File: config.mk
export PLATFORM = sky130hd
export DESIGN_NAME = prlc_top
export DESIGN_NICKNAME = d
export VERILOG_FILES = /design/src/prlc_blink_gen.v /design/src/prlc_top.v
export VERILOG_INCLUDE_DIRS = /design/src
export SDC_FILE = /design/constraint.sdc
export NUM_CORES = 1
export LEC_CHECK = 0
export BUFFER_PORTS_ARGS = -buffer_cell sky130_fd_sc_hd__buf_4
export CAP_MARGIN = 15
export CORE_MARGIN = 2
export CORE_UTILIZATION = 35
export CTS_BUF_LIST = sky130_fd_sc_hd__clkbuf_2 sky130_fd_sc_hd__clkbuf_4 sky130_fd_sc_hd__clkbuf_8
export DETAILED_ROUTE_END_ITERATION = 10
export GPL_ROUTABILITY_DRIVEN = 0
export PLACE_DENSITY_LB_ADDON = 0.2
export SLEW_MARGIN = 15
export SYNTH_ARGS = -nofsm -noshare
export SYNTH_HDL_FRONTEND = slang
export SYNTH_SLANG_ARGS = --single-unit
File: constraint.sdc
create_clock -name sys_clk_i -period 3.2 [get_ports sys_clk_i]
set_input_delay 0.48 -clock sys_clk_i [delete_from_list [all_inputs] [get_ports sys_clk_i]]
set_output_delay 0.48 -clock sys_clk_i [all_outputs]
set_load 0.02 [all_outputs]
File: src/prlc_defs.vh
// Constants of the transceiver housekeeping block: register indices, fields,
// reset values and timing counts. Assumes a 10 MHz system clock.
// What this block does
// - MII mode: reference input is 25 MHz.
// - RMII mode: 50 MHz reference is primary clock.
// - Mode one: indicator on while link good.
// - Mode two: on when linked, blink on activity.
// - Reset pin low reinitialises all but bus, event history and sync registers.
// - Reset pin low one microsecond starts reset.
// - Every hardware reset retakes strap options.
// - Shared pin powers down until software selects interrupt.
// - Low shared pin in power-down function sleeps device.
// - Interrupt function pulls shared pin low, open-drain.
// - Software may switch internal regulator off.
// - Indicator mode defaults from strap, register selects either.
// - Regulator control bit 15 powers regulator down.
// - Mode strap high selects RMII, else MII.
// - Straps captured while reset is active.
`ifndef PRLC_DEFS_VH
`define PRLC_DEFS_VH

// Register indices; the byte address is four times the index.
`define PRLC_IDX_PHY_CONTROL   8'h19
`define PRLC_IDX_IRQ_STATUS    8'h20
`define PRLC_IDX_IRQ_MASK      8'h21
`define PRLC_IDX_REG_CONTROL   8'hd0

// Fields of phy_control.
`define PRLC_PHY_CONTROL_PIN_IRQ     0
`define PRLC_PHY_CONTROL_IND_MODE2   5
`define PRLC_PHY_CONTROL_RMII        8
`define PRLC_PHY_CONTROL_RST         16'h0000

// Fields of regulator_control.
`define PRLC_REGULATOR_CONTROL_OFF          15
`define PRLC_REGULATOR_CONTROL_RST          16'h0000

// Interrupt status and mask bits.
`define PRLC_IRQ_W             3
`define PRLC_IRQ_LINK_CHG      0
`define PRLC_IRQ_ACT_START     1
`define PRLC_IRQ_RST_DONE      2
`define PRLC_IRQ_RST           3'h0

// Reference clock figures in MHz for each interface mode.
`define PRLC_REF_MII_MHZ       8'h19
`define PRLC_REF_RMII_MHZ      8'h32

// Timing.
`define PRLC_CLK_PERIOD_NS     100
`define PRLC_RST_MIN_NS        1000
`define PRLC_RST_MIN_CYC       ((`PRLC_RST_MIN_NS + `PRLC_CLK_PERIOD_NS - 1) / `PRLC_CLK_PERIOD_NS)
`define PRLC_BLINK_HALF_NS     50000000
`define PRLC_BLINK_HALF_CYC    (`PRLC_BLINK_HALF_NS / `PRLC_CLK_PERIOD_NS)

`endif

File: src/prlc_blink_gen.v
// Square-wave generator for the activity blink of the status indicator.
// Assumes one clock domain; the count runs only while enabled.
`timescale 1ns/1ps
module prlc_blink_gen #(
  parameter HALF_CYC = 500000
) (
  input  wire       sys_clk_i,
  input  wire       rst_i,
  input  wire       en_i,
  output wire       phase_o
);
  reg  [23:0] cnt_q;
  reg         phase_q;

  always @(posedge sys_clk_i) begin
    if (rst_i || !en_i) begin
      cnt_q   <= 24'h000000;
      phase_q <= 1'b0;
    end else if (cnt_q >= HALF_CYC[23:0] - 24'h000001) begin
      cnt_q   <= 24'h000000;
      phase_q <= ~phase_q;
    end else begin
      cnt_q <= cnt_q + 24'h000001;
    end
  end

  assign phase_o = phase_q;
endmodule // prlc_blink_gen

File: src/prlc_top.v
// Housekeeping logic of a 10/100 transceiver: reset pin, straps, status
// indicator, shared interrupt/power-down pin and regulator control.
// Registers are reached over a classic Wishbone slave on sys_clk_i.
// Pins and straps come from outside and are synchronised here.
// Straps are sampled on every clock while a reset is active.
//
// The Wishbone register port was chosen for this implementation.
`timescale 1ns/1ps
`include "prlc_defs.vh"
module prlc_top #(
  parameter BLINK_HALF_CYC = `PRLC_BLINK_HALF_CYC
) (
  input  wire        sys_clk_i,
  input  wire        srst_i,
  input  wire        wb_cyc_i,
  input  wire        wb_stb_i,
  input  wire        wb_we_i,
  input  wire [31:0] wb_adr_i,
  input  wire [3:0]  wb_sel_i,
  input  wire [31:0] wb_dat_i,
  output wire [31:0] wb_dat_o,
  output wire        wb_ack_o,
  input  wire        hw_reset_n_i,
  input  wire        mii_mode_strap_i,
  input  wire        indicator_style_strap_i,
  input  wire        link_good_i,
  input  wire        tx_active_i,
  input  wire        rx_active_i,
  input  wire        irq_or_sleep_pin_i,
  output wire        irq_or_sleep_pin_o,
  output wire        irq_or_sleep_pin_oe_o,
  output wire        link_indicator_o,
  output wire        power_down_o,
  output wire        regulator_off_o,
  output wire        rmii_mode_o,
  output wire [7:0]  ref_clock_mhz_o,
  output wire        core_reset_o,
  output wire        irq_o
);
  // Synchronisers for the pins. The reset pin and the shared pin rest at
  // their pulled-up level while srst_i is high, so no false low is seen.
  reg  [1:0]  rstn_sync_q;
  reg  [1:0]  mode_strap_sync_q;
  reg  [1:0]  ind_strap_sync_q;
  reg  [1:0]  pin_sync_q;

  always @(posedge sys_clk_i) begin
    if (srst_i) begin
      rstn_sync_q <= 2'h3;
      pin_sync_q  <= 2'h3;
    end else begin
      rstn_sync_q <= {rstn_sync_q[0], hw_reset_n_i};
      pin_sync_q  <= {pin_sync_q[0], irq_or_sleep_pin_i};
    end
  end

  // The strap synchronisers run through srst_i as well, so the levels taken
  // while any reset is active are those of the pins, not a fixed default.
  always @(posedge sys_clk_i) begin
    mode_strap_sync_q <= {mode_strap_sync_q[0], mii_mode_strap_i};
    ind_strap_sync_q  <= {ind_strap_sync_q[0], indicator_style_strap_i};
  end

  wire rstn_s      = rstn_sync_q[1];
  wire mode_strap  = mode_strap_sync_q[1];
  wire ind_strap   = ind_strap_sync_q[1];
  wire pin_level_s = pin_sync_q[1];

  // The low time is counted on the synchronised level, so a pulse shorter
  // than the minimum leaves the core alone. The reset then holds until the
  // pin is seen high again.
  // qualify reset pulse.
  reg  [3:0]  low_cnt_q;
  reg         pin_rst_q;
  wire        rst_cnt_full = (low_cnt_q >= `PRLC_RST_MIN_CYC);

  always @(posedge sys_clk_i) begin
    if (srst_i) begin
      low_cnt_q <= 4'h0;
      pin_rst_q <= 1'b0;
    end else if (rstn_s) begin
      low_cnt_q <= 4'h0;
      pin_rst_q <= 1'b0;
    end else begin
      if (!rst_cnt_full) begin
        low_cnt_q <= low_cnt_q + 4'h1;
      end
      pin_rst_q <= pin_rst_q | ((low_cnt_q + 4'h1) >= `PRLC_RST_MIN_CYC);
    end
  end

  // The bus acknowledge is left out, so a transfer in flight still ends.
  // pin reset reaches all registers but the bus, event history and synchronisers.
  wire int_rst = srst_i | pin_rst_q;

  reg         rmii_q;

  always @(posedge sys_clk_i) begin
    if (int_rst) begin
      rmii_q <= mode_strap;
    end
  end

  // Wishbone slave: one wait state, ack a single cycle. A request is taken
  // only while ack is low, so a master that still holds cyc and stb in the
  // ack cycle is not answered twice.
  reg         ack_q;
  reg  [31:0] rdat_q;
  wire        wb_req   = wb_cyc_i & wb_stb_i & ~ack_q;
  wire [7:0]  wb_idx   = wb_adr_i[9:2];
  wire        wb_wr    = wb_req & wb_we_i;
  wire        wr_lo    = wb_wr & wb_sel_i[0];
  wire        wr_hi    = wb_wr & wb_sel_i[1];

  reg  [15:0] phy_control_q;
  reg  [15:0] regulator_control_q;
  reg  [`PRLC_IRQ_W-1:0] irq_stat_q;
  reg  [`PRLC_IRQ_W-1:0] irq_mask_q;
  reg         rst_done_q;
  reg         link_prev_q;
  reg         act_prev_q;

  // Events: a link change, the start of activity, and the first cycle after
  // any reset has ended.
  wire        act_now  = tx_active_i | rx_active_i;
  wire [`PRLC_IRQ_W-1:0] irq_set;
  assign irq_set[`PRLC_IRQ_LINK_CHG]  = link_good_i ^ link_prev_q;
  assign irq_set[`PRLC_IRQ_ACT_START] = act_now & ~act_prev_q;
  assign irq_set[`PRLC_IRQ_RST_DONE]  = rst_done_q;

  always @(posedge sys_clk_i) begin
    if (int_rst) begin
      // default from strap, pulled-up strap gives mode one.
      phy_control_q     <= `PRLC_PHY_CONTROL_RST;
      phy_control_q[`PRLC_PHY_CONTROL_IND_MODE2] <= ~ind_strap;
      regulator_control_q      <= `PRLC_REGULATOR_CONTROL_RST;
      irq_mask_q  <= `PRLC_IRQ_RST;
      rst_done_q  <= 1'b1;
    end else begin
      rst_done_q <= 1'b0;
      if (wr_lo && wb_idx == `PRLC_IDX_PHY_CONTROL) begin
        phy_control_q[`PRLC_PHY_CONTROL_PIN_IRQ]   <= wb_dat_i[`PRLC_PHY_CONTROL_PIN_IRQ];
        phy_control_q[`PRLC_PHY_CONTROL_IND_MODE2] <= wb_dat_i[`PRLC_PHY_CONTROL_IND_MODE2];
      end
      if (wr_hi && wb_idx == `PRLC_IDX_REG_CONTROL) begin
        regulator_control_q[`PRLC_REGULATOR_CONTROL_OFF] <= wb_dat_i[`PRLC_REGULATOR_CONTROL_OFF];
      end
      if (wr_lo && wb_idx == `PRLC_IDX_IRQ_MASK) begin
        irq_mask_q <= wb_dat_i[`PRLC_IRQ_W-1:0];
      end
    end
  end

  // Status bits: set wins over a write-one clear in the same cycle.
  wire [`PRLC_IRQ_W-1:0] irq_clr =
    (wr_lo && wb_idx == `PRLC_IDX_IRQ_STATUS) ? wb_dat_i[`PRLC_IRQ_W-1:0]
                                               : {`PRLC_IRQ_W{1'b0}};

  always @(posedge sys_clk_i) begin
    if (int_rst) begin
      irq_stat_q <= `PRLC_IRQ_RST;
    end else begin
      irq_stat_q <= (irq_stat_q & ~irq_clr) | irq_set;
    end
  end

  // Event history. It follows the inputs through a pin reset as well, so a
  // level already present when the reset ends does not count as an edge.
  always @(posedge sys_clk_i) begin
    if (srst_i) begin
      link_prev_q <= 1'b0;
      act_prev_q  <= 1'b0;
    end else begin
      link_prev_q <= link_good_i;
      act_prev_q  <= act_now;
    end
  end

  // Read path and acknowledge; unmapped indices read as zero. Read data is
  // loaded in the taken cycle and stands until the next read.
  reg  [31:0] rdat_d;

  always @* begin
    rdat_d = 32'h00000000;
    case (wb_idx)
      `PRLC_IDX_PHY_CONTROL: begin
        rdat_d[15:0] = phy_control_q;
        rdat_d[`PRLC_PHY_CONTROL_RMII] = rmii_q;
      end
      `PRLC_IDX_REG_CONTROL: rdat_d[15:0] = regulator_control_q;
      `PRLC_IDX_IRQ_STATUS:  rdat_d[`PRLC_IRQ_W-1:0] = irq_stat_q;
      `PRLC_IDX_IRQ_MASK:    rdat_d[`PRLC_IRQ_W-1:0] = irq_mask_q;
      default:               rdat_d = 32'h00000000;
    endcase
  end

  always @(posedge sys_clk_i) begin
    if (srst_i) begin
      ack_q  <= 1'b0;
      rdat_q <= 32'h00000000;
    end else begin
      ack_q <= wb_req;
      if (wb_req && !wb_we_i) begin
        rdat_q <= rdat_d;
      end
    end
  end

  assign wb_ack_o = ack_q;
  assign wb_dat_o = rdat_q;

  // Status indicator.
  wire        mode2      = phy_control_q[`PRLC_PHY_CONTROL_IND_MODE2];
  wire        blink_ph;
  reg         ind_d;
  reg         ind_q;

  prlc_blink_gen #(
    .HALF_CYC (BLINK_HALF_CYC)
  ) u_blink (
    .sys_clk_i (sys_clk_i),
    .rst_i     (int_rst),
    .en_i      (mode2 & act_now),
    .phase_o   (blink_ph)
  );

  // In mode two activity overrides the link level, so the light blinks
  // even while the link is down; the phase starts at zero, light on.
  always @* begin
    ind_d = link_good_i;
    if (mode2 && act_now) begin
      // on with link, blinking on activity.
      ind_d = ~blink_ph;
    end
  end

  always @(posedge sys_clk_i) begin
    if (int_rst) begin
      ind_q <= 1'b0;
    end else begin
      ind_q <= ind_d;
    end
  end

  assign link_indicator_o = ind_q;

  // Shared pin and power control. The pin is only ever pulled low; when the
  // enable drops, the pull-up on the board brings it back high.
  wire        pin_irq_fn = phy_control_q[`PRLC_PHY_CONTROL_PIN_IRQ];
  wire        irq_pend   = |(irq_stat_q & irq_mask_q);
  reg         pin_oe_d;
  reg         pwrdn_d;
  reg         pin_oe_q;
  reg         pwrdn_q;
  reg         irq_q;

  always @* begin
    pin_oe_d = 1'b0;
    pwrdn_d  = 1'b0;
    if (pin_irq_fn) begin
      pin_oe_d = irq_pend;
    end else begin
      pwrdn_d  = ~pin_level_s;
    end
  end

  always @(posedge sys_clk_i) begin
    if (int_rst) begin
      pin_oe_q <= 1'b0;
      pwrdn_q  <= 1'b0;
      irq_q    <= 1'b0;
    end else begin
      irq_q    <= irq_pend;
      pin_oe_q <= pin_oe_d;
      pwrdn_q  <= pwrdn_d;
    end
  end

  assign irq_or_sleep_pin_o    = 1'b0;
  assign irq_or_sleep_pin_oe_o = pin_oe_q;
  assign power_down_o          = pwrdn_q;
  assign irq_o                 = irq_q;

  // Only the request is made here; the supply rail itself is the board's.
  // register switches regulator off.
  assign regulator_off_o = regulator_control_q[`PRLC_REGULATOR_CONTROL_OFF];

  // The block runs on sys_clk_i; the reference rate is reported only.
  // MII uses 25 MHz reference.
  // RMII uses 50 MHz primary reference.
  assign rmii_mode_o     = rmii_q;
  assign ref_clock_mhz_o = rmii_q ? `PRLC_REF_RMII_MHZ : `PRLC_REF_MII_MHZ;
  assign core_reset_o    = int_rst;
endmodule // prlc_top

# --- After elaboration in Yosys (flattened, before gate mapping) ---
# Cells that the tools add are included.
classes:
  add_sub_neg: 3
  mul: 0
  n_div: 0
  order_cmp: 3
  n_eq_ne: 4
  shifts: 0
  n_mux: 8
  bitwise: 21
  n_reduce_logical: 15
op_table:
  columns: ["op", "n"]
  rows:
  - ["13-bit case mux with 2 select lines", 1]
  - ["24-bit by 1-bit adder with 24-bit output, second input constant", 1]
  - ["24-bit by 19-bit greater-or-equal comparator with 1-bit output, second input constant", 1]
  - ["8-bit by 6-bit == test with 1-bit output, second input constant", 2]
  - ["3-bit case mux with 3 select lines", 1]
  - ["8-bit by 5-bit == test with 1-bit output, second input constant", 1]
  - ["8-bit == test, second input constant", 1]
  - ["2-bit OR reduction", 4]
  - ["1-bit AND", 7]
  - ["3-bit AND", 2]
  - ["1-bit logical AND", 6]
  - ["6-bit 2-to-1 mux", 1]
  - ["1-bit NOT", 6]
  - ["4-bit by 1-bit adder with 5-bit output, second input constant", 1]
  - ["5-bit by 4-bit greater-or-equal comparator with 1-bit output, second input constant", 1]
  - ["4-bit by 1-bit adder with 4-bit output, second input constant", 1]
  - ["4-bit greater-or-equal comparator, second input constant", 1]
  - ["1-bit 2-to-1 mux", 4]
  - ["3-bit 2-to-1 mux", 1]
  - ["3-bit NOT", 1]
  - ["1-bit OR", 3]
  - ["3-bit OR", 1]
  - ["3-bit OR reduction", 1]
  - ["1-bit zero test", 2]
  - ["other kinds (3)", 3]
totals:
  ff_bits: 72
  latch_bits: 0
  ramBits: 0
  romBits: 0
  out_inout_bits: 49
  elab_cells: 77
  memories: 0

# --- Depth between registers and ports, before layout ---
# Gate-level depths: netlist of run 1.
depth:
  ltp_word: 9
  ltp_mapped: 7
  mapped_depth_nobuf: 6

# --- Modules after synthesis ---
# Synthesis of run 1 repeated with hierarchy kept, for this count alone.
hier_totals:
  hier_cells: 307
  area_unflattened_um2: 3027.9
modules_own_cells:
  columns: ["module", "instances", "cells_per_inst", "area_each_um2", "seq_area_each_um2"]
  rows:
  - ["prlc_top", 1, 190, 1780.5, 760.7]
  - ["prlc_blink_gen", 1, 117, 1247.4, 500.5]

# --- Least setup slack after synthesis of run 1 ---
# Ideal clock, no wire load.
synth_path:
  path_kind: "register to register"
  from: "register u_blink.cnt_q[0]"
  to: "register u_blink.phase_q (netlist: u_blink.phase_o)"
  setup_time_ns: 0.121
  arrival_ns: 1.895
  required_time_ns: 3.079
  path_slack_ns: 1.184
  path_stages_with_launch: 8
  n_path_buf: 2
  path_cell_list: "dfxtp_1 > ha_1 > and4_1 > clkbuf_1 > or4_1 > a211o_1 > buf_6 > mux2_4"
synth_between:
  elab_chain_cells: 1
synth_lines:
  columns: ["item", "line", "text"]
  rows:
  - ["start: declaration", "prlc_blink_gen.v:12", "reg [23:0] cnt_q;"]
  - ["start signal: assignment", "prlc_blink_gen.v:23", "cnt_q <= cnt_q + 24'h000001;"]
  - ["24-bit by 19-bit greater-or-equal comparator with 1-bit output", "prlc_blink_gen.v:19", "end else if (cnt_q >= HALF_CYC[23:0] - 24'h000001) begin"]
  - ["end signal: assignment", "prlc_blink_gen.v:21", "phase_q <= ~phase_q;"]
  - ["end: declaration", "prlc_blink_gen.v:13", "reg phase_q;"]
# Every way passes these cells.
# A chain may end at the register's enable or synchronous reset.

# --- Worst setup path after layout of run 1 ---
# Ends and elaborated chain as after synthesis.

==> results of run 1 <==
==> worst min-delay path by stage <==
stage	startpoint	end	slack, ns	cells past startpoint
2_1_floorplan	ind_strap_sync_q[0]$_DFF_P_	ind_strap_sync_q[1]$_DFF_P_	0.31	0
3_3_place_gp	ind_strap_sync_q[0]$_DFF_P_	ind_strap_sync_q[1]$_DFF_P_	0.31	0
3_5_place_dp	ind_strap_sync_q[0]$_DFF_P_	ind_strap_sync_q[1]$_DFF_P_	0.32	0
4_1_cts	indicator_style_strap_i	ind_strap_sync_q[0]$_DFF_P_	0.23	1
5_1_grt	indicator_style_strap_i	ind_strap_sync_q[0]$_DFF_P_	0.23	1
6_report	indicator_style_strap_i	ind_strap_sync_q[0]$_DFF_P_	0.24	1
==> state kept, by name, summed over array words and instances (netlist names), 2 cells and up <==
| signal | count |
|---|---|
| ind_strap_sync_q | 2 |
| irq_stat_q | 3 |
| wb_dat_o | 6 |
| rstn_sync_q | 2 |
| pin_sync_q | 2 |
| phy_control_q | 2 |
| low_cnt_q | 4 |
| mode_strap_sync_q | 2 |
| u_blink.cnt_q | 24 |
| irq_mask_q | 3 |
==> metal layers <==
| metal | vias to the layer above | wire, microns |
|---|---|---|
| li1 | 1093 | - |
| met1 | 995 | 2540 |
| met2 | 61 | 2540 |
| met3 | 11 | 326 |
| met4 | 0 | 150 |
| met5 | - | 0 |
==> area by class of cell <==
type / instances / share of cell area, %
clock buffers: 11 / 4.61
clock inverters: 4 / 2.14
inverters: 14 / 1.60
multi-input cells: 218 / 38.6
flip-flops and latches: 62 / 38.4
well taps: 102 / 3.89
repair buffers: 47 / 10.8
==> metrics by stage <==
step / hold WS (ns) / power (W) / setup WS, ns
global placement: 0.313 / 0.000950 / 0.923
finish: 0.241 / 0.00171 / 0.935
CTS: 0.229 / 0.00173 / 0.905
global route: 0.232 / 0.00178 / 0.845
detailed placement: 0.318 / 0.000951 / 0.909
floorplan: 0.310 / 0.000930 / 1.18
==> worst register-to-register path, cell delays in order, from the launching register on <==
cell and delay, ns:
dfxtp_1 0.33, ha_1 0.24, and4_1 0.23, or4_1 0.43, a211o_1 0.54, mux2_4 0.39
==> power by group <==
group,switching [W],internal (W),leakage (nW),total [W]
registers,0.00000944,0.000795,0.510,0.000805
clock network,0.000301,0.000474,0.115,0.000775
logic,0.0000826,0.0000465,0.696,0.000129
==> kinds of logic (layout without fill, tap and decap cells) <==
group | Yosys count | in the layout | synth area share [%]
compound gates | 41 | 41 | 9.24
xor+xnor | 14 | 14 | 4.46
fa+ha+maj | 4 | 4 | 1.82
buf+inv | 57 | 76 | 12.7
flops | 62 | 62 | 45.9
mux | 7 | 7 | 2.87
other cells | 2 | 36 | 0.273
simple gates | 116 | 116 | 22.7
==> placed cells by master, fill, tap and decap left out, drive strengths merged, types with 2 or more instances in the layout <==
cell type   n
a211oi      8
a21oi      14
a31o        2
a31oi       3
and4        4
and4b       2
buf        47
bufinv      2
clkbuf     11
clkinv      3
conb       36
dfxtp      60
edfxtp      2
ha          4
inv        13
mux2        4
mux2i       3
nand2      19
nand3      11
nand3b      3
nand4      10
nor2       19
nor2b       3
nor3       22
nor4        2
o21ai       9
o31ai       2
or2         6
or3         5
or4         4
xnor2       4
xor2       10
==> Flow_metrics.wiki, run 1 <==
{| class="wikitable"
! Metric !! Value
|-
| Synth cell types || 43
|-
| Maximum capacitance violations || 0
|-
| Proportion of synthesized chip area in sequential cells || 45.9%
|-
| Port Buffers || 44
|-
| Most instantiated cells after synthesis || dfxtp_1, buf_4, nor3_1
|-
| Final period demand of the worst path || 2.27 ns
|-
| Rel. slew slack || 53.8%
|-
| Largest clock skew in the final design || 0.00554 ns
|-
| Total setup buffers inserted after CTS || 0
|-
| Later-pin clock latency in the skew report || 0.34 ns
|-
| Via count of the first global-routing pass || 1,963
|-
| Slowest cell on the critical path || a211o_1
|-
| Clock Tree Root || clkbuf_8
|-
| Post-route fraction of the period consumed by the critical path || 70.8%
|-
| Required @ worst endpoint || 3.43 ns
|-
| RSZ-0062 raised after global routing || false
|-
| Path category of the worst min-delay check || in2reg
|-
| Layout cells sized above 1 || 20.8%
|-
| Remaining antenna violation count after routing || 0
|-
| Die W || 92.6 microns
|-
| Layer with the highest usage || met2
|-
| Crit path launch type || flop
|-
| Setup TNS || 0 ns
|-
| Post-layout nets || 436
|-
| Arrival time worst endpoint || 2.50 ns
|-
| Result of the run || complete, no violations
|-
| Total clock buffers created by CTS || 9
|-
| Final routed wirelength across all metal layers || 5.55 mm
|-
| Global routing met3 resource utilization || 3.09%
|-
| Gate Count Post-Synth || 303
|-
| Final instance count without filler cells || 458
|-
| Dominant synthesized flop cell || dfxtp_1
|-
| Met1 Track Usage GR || 16.6%
|-
| Asr flop ratio synth || 0%
|-
| Slew Viols, Final || 0
|-
| List of cells traversed by the critical path || ha_1, and4_1, or4_1, a211o_1, mux2_4
|-
| # hold bufs at CTS || 0
|-
| First-pass GRT wire length || 9.09 mm
|-
| Sink Count || 62
|-
| Total placed instance area || 3060 sq um
|-
| Mapped Area || 2750 sq um
|-
| Number of antenna violations at the first check in global routing || 0
|-
| Number of standard-cell rows in the floorplan || 32
|-
| Y dimension of the die || 92.6 microns
|-
| Top Family by Delay on Critical Path || simple AND/OR/NAND/NOR gates
|-
| Final Util || 42.7%
|-
| Area of combinational cells with multiple inputs || 1260 sq um
|-
| Half-perimeter wire length of the detailed placement result || 3.86 mm
|-
| Reg2Reg Setup Slack || 0.93 ns
|-
| Cell accounting for the most synthesized area || dfxtp_1
|-
| Ratio of routed vias to standard cells || 4.72
|-
| Hold Vio Cnt, Final || 0
|-
| Mean cell area of the mapped netlist || 9.07 sq um
|-
| Total of endpoints with negative setup slack in the final report || 0
|-
| Count of cell instances traversed by the critical path || 5
|-
| Power Dens Cells || 521 nW/um^2
|-
| Die footprint || 8580 sq um
|-
| Critical path capture point type || flop
|-
| Combined flip-flop and latch cell area || 1260 sq um
|-
| # diodes || 0
|-
| Core box area || 7690 sq um
|-
| Max Clk Rate || 441 MHz
|-
| Average wire per cell in the routed design || 12.1 microns
|-
| Reg2reg start || u_blink.cnt_q[0]$_SDFF_PP0_
|-
| # placed instances || 443
|-
| Post-route cell area || 3280 sq um
|-
| Highest ir drop seen on vdd || 0.274 mV
|-
| Largest net degree at the start of global routing || 22
|-
| Clock transition at the registers of the reported paths || 0.07 ns
|-
| Aggregate global routing overflow || 0
|-
| Area fraction of the dominant cell type after synthesis || 43.7%
|-
| Clock tree from TritonCTS || yes
|-
| Number of remaining DRC errors || 0
|-
| CP max stage delay || 0.54 ns
|-
| Post-cts gate resize count || 0
|-
| I/O pins || 129
|-
| Pin slew with the least headroom to its limit || 0.693 ns
|-
| Yosys Warn Count || 0
|-
| Layout Area Growth over Synthesis || 19.3%
|-
| Initial cell density of the core || 35.8%
|-
| Worst reg2reg path endpoint || u_blink.phase_o$_SDFFE_PP0P_
|-
| Number of filler instances in the final layout || 784
|-
| Maximum level of the CTS H-tree || 3
|-
| Worst setup path startpoint || u_blink.cnt_q[0]$_SDFF_PP0_
|-
| Met2 Use GR || 21.7%
|-
| Pre-Repair DR Iteration Count || 6
|-
| Cell count of the worst reg-to-reg path || 5
|-
| Top post-synthesis cells by area || dfxtp_1, buf_4, nor3_1, xor2_1, nand2_1
|-
| Overall via count from detail_route || 2,160
|-
| Number of enable flip-flop cells after synthesis || 2
|-
| Most repeated cell in the gate-level netlist after synthesis || dfxtp_1
|-
| Iteration-0 DRC Markers || 60
|-
| Maximum fanout count along the critical path || 20
|-
| Startpoint-to-endpoint class of the critical path || reg2reg
|-
| Buffers & Inverters on Critical Path || 0
|-
| Worst Setup EP || u_blink.phase_o$_SDFFE_PP0P_
|-
| Lkg Pwr || 1.32 nW
|-
| CTS max path bufs || 2
|-
| Flops & latches, synth || 62
|-
| Tot GR Track Use || 13.5%
|}
Power figures use the tool's default switching activity.
==> run 2: changes to the inputs <==
==> constraint.sdc (replaced) <==
create_clock -name sys_clk_i -period 1.9 [get_ports sys_clk_i]
set_input_delay 0.285 -clock sys_clk_i [delete_from_list [all_inputs] [get_ports sys_clk_i]]
set_output_delay 0.285 -clock sys_clk_i [all_outputs]
set_load 0.02 [all_outputs]
==> run 2 against run 1 <==
Critical endpoint is now u_blink.cnt_q[11]$_SDFF_PP0_. Combinational power is 77% higher. Clock skew is 0.00065 ns higher. Routed wire length is 4.6% higher. Sequential share of layout area is 2.5 points lower. Via count is 3.5% higher. Worst hold slack worse by 0.19 ns.
==> Flow_metrics.wiki, run 2 (same netlist as run 1, synthesis figures left out) <==
{| class="wikitable"
! Metric !! Value
|-
| List of cells traversed by the critical path || ha_4, and4_1, or4_4, a211o_4, clkbuf_16, a211oi_2
|-
| Aggregate global routing overflow || 0 (unchanged)
|-
| Final Util || 45.8% (+3.1 points)
|-
| Arrival time worst endpoint || 2.11 ns (-0.39 ns)
|-
| Most common cell after layout, fill and taps aside || buf_4
|-
| Worst setup path startpoint || u_blink.cnt_q[1]$_SDFF_PP0_
|-
| Sink Count || 62 (unchanged)
|-
| Crit path launch type || flop
|-
| Highest ir drop seen on vdd || 0.262 mV (-4.4%)
|-
| Final instance count without filler cells || 474 (+3.5%)
|-
| Buffers & Inverters on Critical Path || 1 (+1)
|-
| Worst Setup EP || u_blink.cnt_q[11]$_SDFF_PP0_
|-
| Required @ worst endpoint || 2.15 ns (-1.28 ns)
|-
| Post-route fraction of the period consumed by the critical path || 98.0% (+27 points)
|-
| Largest net degree at the start of global routing || 20 (-9.1%)
|-
| Layout Area Growth over Synthesis || 28.0%
|-
| Reg2Reg Setup Slack || 0.04 ns (-0.90 ns)
|-
| Total clock buffers created by CTS || 9 (unchanged)
|-
| Startpoint-to-endpoint class of the critical path || reg2reg
|-
| Crit path setup slack, layout || 0.0387 ns (-0.896 ns)
|-
| Post-layout nets || 452 (+3.7%)
|-
| Result of the run || complete, no violations
|-
| CTS max path bufs || 2 (unchanged)
|-
| CP max stage delay || 0.42 ns (-0.12 ns)
|-
| Number of flip-flops in the largest register || 24 (unchanged)
|-
| Overall via count from detail_route || 2,235 (+3.5%)
|-
| Die W || 92.6 microns (unchanged)
|-
| Later-pin clock latency in the skew report || 0.34 ns (about the same)
|-
| # placed instances || 455 (+2.7%)
|-
| Maximum fanout count along the critical path || 5 (-75%)
|-
| Power Dens Cells || 790 nW/um^2 (+52%)
|-
| Initial cell density of the core || 35.8% (unchanged)
|-
| Commonest cells after routing, fill and taps aside || buf_4, dfxtp_1, conb_1, nor2_1, nand2_1
|-
| Reg2reg start || u_blink.cnt_q[1]$_SDFF_PP0_
|-
| Final routed wirelength across all metal layers || 5.81 mm (+4.6%)
|-
| Lkg Pwr || 1.41 nW (+6.8%)
|-
| Count of cell instances traversed by the critical path || 6 (+1)
|-
| Core box area || 7690 sq um (unchanged)
|-
| Y dimension of the die || 92.6 microns (unchanged)
|-
| Post-route cell area || 3520 sq um (+7.3%)
|-
| # diodes || 0 (unchanged)
|-
| Clock tree from TritonCTS || yes
|-
| Slowest cell on the critical path || or4_4
|-
| Critical path capture point type || flop
|-
| Number of standard-cell rows in the floorplan || 32 (unchanged)
|-
| Final period demand of the worst path || 1.86 ns (-0.404 ns)
|-
| Half-perimeter wire length of the detailed placement result || 3.92 mm (+1.5%)
|-
| Iteration-0 DRC Markers || 86 (+43%)
|-
| Path category of the worst min-delay check || in2reg
|-
| Clock transition at the registers of the reported paths || 0.06 ns (about the same)
|-
| Clock Tree Root || clkbuf_8
|-
| Via count of the first global-routing pass || 1,997 (+1.7%)
|-
| Number of antenna violations at the first check in global routing || 0 (unchanged)
|-
| First-pass GRT wire length || 9.29 mm (+2.2%)
|-
| Remaining antenna violation count after routing || 0 (unchanged)
|-
| Die footprint || 8580 sq um (unchanged)
|-
| Top Family by Delay on Critical Path || simple AND/OR/NAND/NOR gates
|-
| Cell count of the worst reg-to-reg path || 6 (+1)
|-
| Max Clk Rate || 537 MHz (+22%)
|-
| Total placed instance area || 3160 sq um (+3.4%)
|-
| Average wire per cell in the routed design || 12.3 microns (+1.1%)
|-
| Number of remaining DRC errors || 0 (unchanged)
|-
| Hold Vio Cnt, Final || 0 (unchanged)
|-
| Tot GR Track Use || 13.7% (+0.19 points)
|-
| Largest clock skew in the final design || 0.00620 ns (+0.000654 ns)
|-
| Maximum capacitance violations || 0 (unchanged)
|-
| Worst reg2reg path endpoint || u_blink.cnt_q[11]$_SDFF_PP0_
|-
| Maximum level of the CTS H-tree || 3 (unchanged)
|-
| Slew Viols, Final || 0 (unchanged)
|-
| RSZ-0062 raised after global routing || true
|-
| I/O pins || 129 (unchanged)
|-
| Total of endpoints with negative setup slack in the final report || 0 (unchanged)
|-
| Ratio of routed vias to standard cells || 4.72 (about the same)
|-
| Pre-Repair DR Iteration Count || 4 (-2)
|-
| Layout cells sized above 1 || 29.3% (+8.5 points)
|-
| Port Buffers || 44 (unchanged)
|-
| Worst slack at placement || 0.0370 ns (-0.872 ns)
|-
| Top register by number of flip-flops || u_blink.cnt_q
|}
## run 2: cell types whose count changed in the layout (fill, tap and decap cells not counted), sizes merged
cell and change:
clkinv -1, clkbuf +2, clkinvlp +1, bufinv -1, buf +15
## run 2: worst min-delay path by stage
stage	from	end	slack, ns	depth (start not counted)
finish	mii_mode_strap_i	mode_strap_sync_q[0]$_DFF_P_	0.05	1
global route	mii_mode_strap_i	mode_strap_sync_q[0]$_DFF_P_	0.04	1
detailed placement	ind_strap_sync_q[0]$_DFF_P_	ind_strap_sync_q[1]$_DFF_P_	0.31	0
global placement	mode_strap_sync_q[0]$_DFF_P_	mode_strap_sync_q[1]$_DFF_P_	0.31	0
CTS	indicator_style_strap_i	ind_strap_sync_q[0]$_DFF_P_	0.04	1
floorplan	ind_strap_sync_q[0]$_DFF_P_	ind_strap_sync_q[1]$_DFF_P_	0.31	0
## run 2: through the flow
stage | TNS (ns) | hold slack (ns) | total power (W)
after floorplan | -0.0719 | 0.310 | 0.00157
after global placement | 0 | 0.314 | 0.00161
after detailed placement | 0 | 0.314 | 0.00161
after CTS | 0 | 0.0358 | 0.00281
after global routing | -0.0700 | 0.0374 | 0.00292
final | 0 | 0.0533 | 0.00278
## run 2: metal layers
metal / up-vias / global-route usage, % / share of wire (%)
met1: 1042 / 17.0 / 47
li1: 1129 / - / -
met2: 59 / 21.9 / 47
met4: 0 / 5.88 / 0.96
met5: - / 0 / 0
met3: 5 / 4.56 / 5.6
## run 2: repair_timing
action                                  in CTS  in global routing
setup buffers                                0                  3
gates resized for setup                      0                 22
endpoints found under the setup margin       0                 20
hold buffers                                 0                  0
## run 2: where the power goes
group          internal, W  switching [W]
Clock             0.000704       0.000493
Sequential         0.00134      0.0000162
Combinational    0.0000859       0.000143
Total              0.00213       0.000652
## run 2: cell type report
type                    instances  area [sq um]
fillers                       782          4170
multi-input cells             218          1360
flip-flops and latches         62          1270
repair buffers                 63           507
clock buffers                  12           165
well taps                     102           128
inverters                      14          52.6
clock inverters                 3          42.5
## run 2: worst register-to-register path, cell delays in order (launching register included)
cell,delay (ns)
dfxtp_2,0.34
ha_4,0.15
and4_1,0.15
or4_4,0.42
a211o_4,0.40
clkbuf_16,0.17
a211oi_2,0.15
